==> src/core/rpc_pkg.sv <==
// Package of constants and types for the remote port configuration block
package rpc_pkg;

  // ==========================================================================
  // Command codes delivered by the text parser
  typedef enum logic [3:0] {
    OP_QMASK_WR,
    OP_QMASK_RD,
    OP_QEVT_RD,
    OP_ADDR_WR,
    OP_ADDR_RD,
    OP_RATE_WR,
    OP_RATE_RD,
    OP_ECHO_WR,
    OP_ECHO_RD,
    OP_PACE_WR,
    OP_PACE_RD,
    OP_PROMPT_WR,
    OP_PROMPT_RD,
    OP_SAVE,
    OP_INST_RST
  } rpc_op_t;

  // ==========================================================================
  // Status layout
  localparam int          QSUM_BIT     = 3;
  localparam logic [15:0] QEVT_LATCHED = 16'h3000;
  localparam logic [15:0] QEVT_LIVE    = 16'h0003;
  localparam logic [15:0] QMASK_RST    = 16'h0000;

  // ==========================================================================
  // Bus address
  localparam logic [4:0]  ADDR_MAX     = 5'h1E;
  localparam logic [4:0]  ADDR_RST     = 5'h06;

  // ==========================================================================
  // Serial rate codes and their values
  localparam logic [1:0]  RATE_19200   = 2'h0;
  localparam logic [1:0]  RATE_9600    = 2'h1;
  localparam logic [1:0]  RATE_4800    = 2'h2;
  localparam logic [1:0]  RATE_2400    = 2'h3;
  localparam logic [15:0] BAUD_19200   = 16'h4B00;
  localparam logic [15:0] BAUD_9600    = 16'h2580;
  localparam logic [15:0] BAUD_4800    = 16'h12C0;
  localparam logic [15:0] BAUD_2400    = 16'h0960;
  localparam logic [1:0]  RATE_RST     = RATE_19200;

  // ==========================================================================
  // Characters
  localparam logic [7:0]  CHR_TERM     = 8'h0A;
  localparam logic [7:0]  CHR_PROMPT   = 8'h3E;
  localparam logic [7:0]  CHR_XON      = 8'h11;
  localparam logic [7:0]  CHR_XOFF     = 8'h13;

  // ==========================================================================
  // Reset values of the port settings, and the transmit buffer depth
  localparam logic        ECHO_RST     = 1'b0;
  localparam logic        PACE_RST     = 1'b0;
  localparam logic        PROMPT_RST   = 1'b0;
  localparam logic [1:0]  BUF_DEPTH    = 2'h2;

endpackage

==> src/core/rpc_core.sv <==
// Command handling core for the remote ports and the questionable mask
`timescale 1ns/100ps
`default_nettype none

module rpc_core (
  input  wire logic             sys_clk,
  input  wire logic             rst_n,
  input  wire logic             cmd_valid,
  input  wire rpc_pkg::rpc_op_t cmd_op,
  input  wire logic [15:0]      cmd_arg,
  input  wire logic             cmd_parsed,
  output logic                  rsp_valid,
  output logic [15:0]           rsp_data,
  output logic                  cmd_err,
  input  wire logic [15:0]      ques_cond,
  output logic                  ques_summary,
  input  wire logic [4:0]       saved_addr,
  output logic [4:0]            bus_addr,
  output logic                  save_req,
  output logic [1:0]            rate_sel,
  output logic                  echo_on,
  output logic                  pace_on,
  output logic                  prompt_on,
  input  wire logic             rx_valid,
  input  wire logic [7:0]       rx_data,
  output logic                  rx_ready,
  input  wire logic             rx_near_full,
  input  wire logic             tx_idle,
  output logic                  tx_valid,
  output logic [7:0]            tx_data,
  input  wire logic             tx_ready
);

  // ==========================================================================
  // State
  typedef struct packed {
    logic            init;
    logic [15:0]     mask;
    logic [15:0]     qevt;
    logic [4:0]      addr;
    logic [1:0]      rate;
    logic            rate_pend;
    logic [1:0]      rate_next;
    logic            echo;
    logic            echo_stop;
    logic            pace;
    logic            xoff_sent;
    logic            flow_pend;
    logic [7:0]      flow_char;
    logic            prompt;
    logic            prompt_pend;
    logic            rsp_v;
    logic [15:0]     rsp_d;
    logic            err;
    logic            save;
    logic [1:0][7:0] mem;
    logic [1:0]      cnt;
    logic            rd;
  } rpc_state_t;

  rpc_state_t s_q;
  rpc_state_t s_d;

  // ==========================================================================
  // Helpers
  function automatic logic [2:0] rate_code(input logic [15:0] v);
    unique case (v)
      rpc_pkg::BAUD_19200: rate_code = {1'b1, rpc_pkg::RATE_19200};
      rpc_pkg::BAUD_9600:  rate_code = {1'b1, rpc_pkg::RATE_9600};
      rpc_pkg::BAUD_4800:  rate_code = {1'b1, rpc_pkg::RATE_4800};
      rpc_pkg::BAUD_2400:  rate_code = {1'b1, rpc_pkg::RATE_2400};
      default:             rate_code = 3'h0;
    endcase
  endfunction

  function automatic logic [15:0] rate_value(input logic [1:0] c);
    unique case (c)
      rpc_pkg::RATE_19200: rate_value = rpc_pkg::BAUD_19200;
      rpc_pkg::RATE_9600:  rate_value = rpc_pkg::BAUD_9600;
      rpc_pkg::RATE_4800:  rate_value = rpc_pkg::BAUD_4800;
      rpc_pkg::RATE_2400:  rate_value = rpc_pkg::BAUD_2400;
    endcase
  endfunction

  function automatic logic is_bool(input logic [15:0] v);
    is_bool = (v[15:1] == 15'h0000);
  endfunction

  // ==========================================================================
  // Transmit path arbitration
  logic        in_ready;
  logic        flow_go;
  logic        echo_go;
  logic        prompt_go;
  logic        push;
  logic        pop;
  logic [7:0]  push_char;
  logic        rx_take;
  logic [15:0] qevt_view;
  logic [2:0]  rc;

  // Flow characters first: a late XOFF lets the receive buffer overflow
  assign in_ready  = (s_q.cnt != rpc_pkg::BUF_DEPTH);
  assign flow_go   = s_q.flow_pend;
  assign echo_go   = rx_valid && s_q.echo && !s_q.flow_pend;
  assign prompt_go = s_q.prompt_pend && !s_q.flow_pend && !echo_go;
  assign push      = (flow_go || echo_go || prompt_go) && in_ready;
  assign pop       = tx_valid && tx_ready;
  assign push_char = flow_go ? s_q.flow_char : (echo_go ? rx_data : rpc_pkg::CHR_PROMPT);
  // A stalled transmitter holds off receive while echo is on, losing nothing
  assign rx_ready  = !s_q.echo || (in_ready && !s_q.flow_pend);
  assign rx_take   = rx_valid && rx_ready;
  assign qevt_view = s_q.qevt | (ques_cond & rpc_pkg::QEVT_LIVE);
  assign rc        = rate_code(cmd_arg);

  // ==========================================================================
  // Next state
  always_comb begin
    s_d       = s_q;
    s_d.rsp_v = 1'b0;
    s_d.err   = 1'b0;
    s_d.save  = 1'b0;

    // Saved address is taken once, just after reset release
    if (!s_q.init) begin
      s_d.init = 1'b1;
      s_d.addr = (saved_addr > rpc_pkg::ADDR_MAX) ? rpc_pkg::ADDR_RST : saved_addr;
    end

    s_d.qevt = s_q.qevt | (ques_cond & rpc_pkg::QEVT_LATCHED);

    // Rate switch only when nothing is queued or on the wire; decided before the
    // command decode so that a rate request in the same cycle stays pending
    if (s_q.rate_pend && tx_idle && s_q.cnt == 2'h0 && !s_q.flow_pend && !s_q.prompt_pend) begin
      s_d.rate      = s_q.rate_next;
      s_d.rate_pend = 1'b0;
    end

    if (cmd_valid) begin
      unique case (cmd_op)
        rpc_pkg::OP_QMASK_WR: s_d.mask = cmd_arg;
        rpc_pkg::OP_QMASK_RD: begin
          s_d.rsp_v = 1'b1;
          s_d.rsp_d = s_q.mask;
        end
        rpc_pkg::OP_QEVT_RD: begin
          s_d.rsp_v = 1'b1;
          s_d.rsp_d = qevt_view;
          // Clear, but a bit arriving in the same cycle survives
          s_d.qevt  = ques_cond & rpc_pkg::QEVT_LATCHED;
        end
        rpc_pkg::OP_ADDR_WR: begin
          if (cmd_arg <= {11'h000, rpc_pkg::ADDR_MAX}) begin
            s_d.addr = cmd_arg[4:0];
          end else begin
            s_d.err = 1'b1;
          end
        end
        rpc_pkg::OP_ADDR_RD: begin
          s_d.rsp_v = 1'b1;
          s_d.rsp_d = {11'h000, s_q.addr};
        end
        rpc_pkg::OP_RATE_WR: begin
          if (rc[2]) begin
            s_d.rate_pend = 1'b1;
            s_d.rate_next = rc[1:0];
          end else begin
            s_d.err = 1'b1;
          end
        end
        rpc_pkg::OP_RATE_RD: begin
          s_d.rsp_v = 1'b1;
          s_d.rsp_d = rate_value(s_q.rate);
        end
        rpc_pkg::OP_ECHO_WR: begin
          if (!is_bool(cmd_arg)) begin
            s_d.err = 1'b1;
          end else if (cmd_arg[0]) begin
            s_d.echo      = 1'b1;
            s_d.echo_stop = 1'b0;
          end else begin
            s_d.echo_stop = s_q.echo;
          end
        end
        rpc_pkg::OP_ECHO_RD: begin
          s_d.rsp_v = 1'b1;
          s_d.rsp_d = {15'h0000, s_q.echo};
        end
        rpc_pkg::OP_PACE_WR: begin
          if (is_bool(cmd_arg)) begin
            s_d.pace = cmd_arg[0];
          end else begin
            s_d.err = 1'b1;
          end
        end
        rpc_pkg::OP_PACE_RD: begin
          s_d.rsp_v = 1'b1;
          s_d.rsp_d = {15'h0000, s_q.pace};
        end
        rpc_pkg::OP_PROMPT_WR: begin
          if (is_bool(cmd_arg)) begin
            s_d.prompt = cmd_arg[0];
          end else begin
            s_d.err = 1'b1;
          end
        end
        rpc_pkg::OP_PROMPT_RD: begin
          s_d.rsp_v = 1'b1;
          s_d.rsp_d = {15'h0000, s_q.prompt};
        end
        rpc_pkg::OP_SAVE: s_d.save = 1'b1;
        rpc_pkg::OP_INST_RST: s_d.mask = s_q.mask;
        default: s_d.err = 1'b1;
      endcase
    end

    // Echo ends only once the terminator itself has gone back
    if (rx_take && s_q.echo_stop && rx_data == rpc_pkg::CHR_TERM) begin
      s_d.echo      = 1'b0;
      s_d.echo_stop = 1'b0;
    end

    // Flow control handshakes
    if (flow_go && in_ready) begin
      s_d.flow_pend = 1'b0;
    end
    if (!s_q.pace) begin
      s_d.xoff_sent = 1'b0;
    end else if (!s_q.flow_pend && rx_near_full && !s_q.xoff_sent) begin
      s_d.flow_pend = 1'b1;
      s_d.flow_char = rpc_pkg::CHR_XOFF;
      s_d.xoff_sent = 1'b1;
    end else if (!s_q.flow_pend && !rx_near_full && s_q.xoff_sent) begin
      s_d.flow_pend = 1'b1;
      s_d.flow_char = rpc_pkg::CHR_XON;
      s_d.xoff_sent = 1'b0;
    end

    // Prompt request: a new parse wins over the send of the previous one
    if (prompt_go && in_ready) begin
      s_d.prompt_pend = 1'b0;
    end
    if (cmd_parsed && s_q.prompt) begin
      s_d.prompt_pend = 1'b1;
    end

    // Two-entry transmit buffer
    if (push) begin
      s_d.mem[s_q.rd ^ s_q.cnt[0]] = push_char;
    end
    if (pop) begin
      s_d.rd = !s_q.rd;
    end
    s_d.cnt = 2'(s_q.cnt + {1'b0, push} - {1'b0, pop});
  end

  // ==========================================================================
  // Registers
  always_ff @(posedge sys_clk) begin
    if (!rst_n) begin
      s_q             <= '0;
      s_q.mask        <= rpc_pkg::QMASK_RST;
      s_q.addr        <= rpc_pkg::ADDR_RST;
      s_q.rate        <= rpc_pkg::RATE_RST;
      s_q.rate_next   <= rpc_pkg::RATE_RST;
      s_q.echo        <= rpc_pkg::ECHO_RST;
      s_q.pace        <= rpc_pkg::PACE_RST;
      s_q.prompt      <= rpc_pkg::PROMPT_RST;
    end else begin
      s_q <= s_d;
    end
  end

  // ==========================================================================
  // Outputs
  assign rsp_valid    = s_q.rsp_v;
  assign rsp_data     = s_q.rsp_d;
  assign cmd_err      = s_q.err;
  assign ques_summary = |(qevt_view & s_q.mask);
  assign bus_addr     = s_q.addr;
  assign save_req     = s_q.save;
  assign rate_sel     = s_q.rate;
  assign echo_on      = s_q.echo;
  assign pace_on      = s_q.pace;
  assign prompt_on    = s_q.prompt;
  assign tx_valid     = (s_q.cnt != 2'h0);
  assign tx_data      = s_q.mem[s_q.rd];
endmodule

`default_nettype wire

==> config.mk <==
export PLATFORM = sky130hd
export DESIGN_NAME = rpc_core
export DESIGN_NICKNAME = d
export VERILOG_FILES = /design/src/core/rpc_pkg.sv /design/src/core/rpc_core.sv
export SDC_FILE = /design/constraint.sdc
export NUM_CORES = 1
export LEC_CHECK = 0
export ABC_AREA = 1
export BUFFER_PORTS_ARGS = -buffer_cell sky130_fd_sc_hd__buf_2
export CAP_MARGIN = 5
export CORE_MARGIN = 4
export CORE_UTILIZATION = 45
export DETAILED_ROUTE_END_ITERATION = 7
export MAX_ROUTING_LAYER = met4
export PLACE_DENSITY = 0.79
export SLEW_MARGIN = 20
export SYNTH_ARGS = -nofsm -noshare
export SYNTH_HDL_FRONTEND = slang
export SYNTH_SLANG_ARGS = --single-unit
==> constraint.sdc <==
create_clock -name sys_clk -period 2.4 [get_ports sys_clk]
set_input_delay 0.24 -clock sys_clk [delete_from_list [all_inputs] [get_ports sys_clk]]
set_output_delay 0.24 -clock sys_clk [all_outputs]
set_load 0.05 [all_outputs]
==> flow_metrics.tcl <==
set metrics [dict create \
    sw_frac_of_total 0.290 \
    fp-row-count 36 \
    cts_resized 0 \
    status "complete, no violations" \
    drc 0 \
    dpl_cell_area_um2 4890 \
    max_slew_margin 0.634 \
    slew_viol_final 0 \
    syn_avg_cell_area_um2 6.93 \
    seqPwrFrac 0.497 \
    cp_data_arrival_time_ps 1680 \
    clockBufferDepth 2 \
    combinationalPowerShare 0.145 \
    end_kind "primary output" \
    postCtsHoldBufs 0 \
    pwr-share-clk 0.358 \
    wl_per_cell_um 13.5 \
    setup_tns_ps 0 \
    final_antenna_net_count 0 \
    fp.dieH_um 108 \
    numPortBuffers 84 \
    grt_max_degree 42 \
    clock.fmax_mhz 521 \
    instances_no_fill 845 \
    hpwlAfterDp_um 8610 \
    wl_um 11400 \
    grt_overflow 0 \
    dp.cells 829 \
    dr.pass1.iters 5 \
    post_cts_buffers 0 \
    finalHoldViolCount 0 \
    criticalPathCategory "register to primary output" \
    grt_usage 0.208 \
    syn_to_final_growth_pct 13.9 \
    leakagePower_nw 2.25 \
    nNetsFinal 771 \
    power.internal_mw 2.25 \
    path_clk_slew_ps 100 \
    start_kind "register" \
    rsz0062_at_grt "false" \
    synthesis.area_um2 4480 \
    num_antenna_cells 0 \
    cp.required_ps 2160 \
    clock-sinks 90 \
    drv_cap 0 \
    setup_viol 0 \
    period_share 0.799 \
    grt_antenna_before_repair 0 \
    crit_fanout 13 \
    grt_pass1_wl_um 18800 \
    layout_min_cycle_time_ps 1920 \
    synth_cell_types 37 \
    final_cell_area_um2 5100 \
    clock_latency_ps 370 \
    drt-vias-per-instance 5.12 \
    io-pin-count 97 \
    htree_levels 3 \
    ir_worst_vdd_v 0.000255 \
    ys_warn_count 0 \
    syn_inst 647 \
    drtIter0Drc 281 \
    gp_congestion 0.945 \
    power.density_nw_per_um2 621 \
    cts_tree "done" \
    start_util 0.461 \
    skew_ps 13.4 \
    cts_made_buffers 9 \
    holdCritPathClass "primary input to register" \
    p_sw_uw 918 \
    dieArea_um2 11600 \
    coreArea_um2 9730 \
    synth_seq_cells 90 \
    grt_pass1_vias 4076 \
    vias 4330 \
    root_buffer "clkbuf_8" \
    pre_cts_ws_ps 512 \
    die_w_um 108 \
    syn_nets 711 \
    layout-drive-gt1-share 0.185 \
    tightest_slew_ps 546 \
    setup_slack_ps 482 \
    nFillCells 979 \
    ys_seq_area_frac 0.402 \
]
## power groups by stage
stage / Sequential (mW) / Combinational, mW / Clock [mW]
after floorplan: 1.60 / 0.342 / 0
after global placement: 1.61 / 0.448 / 0
after detailed placement: 1.61 / 0.455 / 0
after CTS: 1.57 / 0.459 / 1.15
after global routing: 1.58 / 0.505 / 1.22
final: 1.57 / 0.459 / 1.13
## per-layer routing
metal | part of all wire | track usage | vias to the layer above
li1 | - | - | 2210
met1 | 0.47 | 0.264 | 1963
met2 | 0.45 | 0.327 | 137
met3 | 0.062 | 0.0390 | 20
met4 | 0.020 | 0.0821 | 0
met5 | 0 | - | -
## sequential cells by signal, indices dropped and copies added, names as in the netlist
signal / cells
prompt_on: 1
bus_addr: 5
flow_go: 1
cmd_err: 1
s_q: 60
pace_on: 1
save_req: 1
rate_sel: 2
rsp_valid: 1
rsp_data: 16
echo_on: 1
## layout make-up
class	instances	area (um2)	share of cell area
timing repair buffer	91	498	0.0975
clock inverter	7	92.6	0.0181
clock buffer	9	124	0.0243
multi-input combinational	425	2080	0.408
inverter	90	338	0.0662
tap	133	166	0.0326
sequential	90	1800	0.353
## worst max-delay path, stage by stage (launching register included)
cell     delay, ps
dfxtp_1        590
inv_1          220
o21ai_0        210
buf_2          290
## kinds of logic (layout without fill, tap and decap cells)
family                     after synthesis  in the layout  synth area share
buffers and inverters                  132            197             0.133
adders and majority gates                7              7            0.0195
xor gates and xnor gates                 2              2           0.00391
AOI/OAI and AO/OA                      171            171             0.205
and+or+nand+nor                        245            245             0.236
DFF                                     90             90             0.402
## synth_stat cells (all sizes together)
| cell | n | area (um2) |
|---|---|---|
| a21boi | 1 | 7.51 |
| a21oi | 67 | 362 |
| a31oi | 1 | 6.26 |
| buf | 29 | 210 |
| clkbuf | 13 | 48.8 |
| dfxtp | 90 | 1800 |
| ha | 7 | 87.6 |
| inv | 90 | 338 |
| nand2 | 100 | 375 |
| nand3 | 22 | 110 |
| nand3b | 2 | 15.0 |
| nand4 | 11 | 75.1 |
| nor2 | 88 | 367 |
| nor3 | 21 | 110 |
| nor4 | 1 | 6.26 |
| o2111ai | 1 | 8.76 |
| o211ai | 2 | 15.0 |
| o21a | 1 | 7.51 |
| o21ai | 88 | 440 |
| o221ai | 1 | 8.76 |
| o22a | 1 | 8.76 |
| o22ai | 8 | 56.3 |
| xnor2 | 1 | 8.76 |
| xor2 | 1 | 8.76 |
## stage by stage
step	hold WS, ps	util	power (mW)
3_5_place_dp	439	0.502	2.07
2_1_floorplan	268	-	1.94
6_report	71.9	0.525	3.17
4_1_cts	64.6	0.525	3.19
3_3_place_gp	431	0.502	2.06
5_1_grt	100	0.525	3.31
## cell usage in the layout, fill, tap and decap left out, drive strengths merged
master,instances
nor3,21
buf,91
a31oi,1
nand3b,2
o221ai,1
clkbuf,9
xnor2,1
o21ai,88
a21oi,67
clkinv,4
o211ai,2
nand3,22
ha,7
inv,91
xor2,1
o2111ai,1
nor4,1
dfxtp,90
nand2,100
a21boi,1
o22ai,8
nor2,88
bufinv,2
o22a,1
o21a,1
nand4,11
## path summary, 6_finish.rpt
kind                end  slack, ps           from  cells after the start
max          tx_data[2]        480         s_q[0]                      3
min             s_q[76]         70  ques_cond[13]                      3
max reg2reg      s_q[2]        570        flow_go                      9
min reg2reg     s_q[63]        450        s_q[63]                      2
No activity file was read; power rests on OpenSTA's default activity.
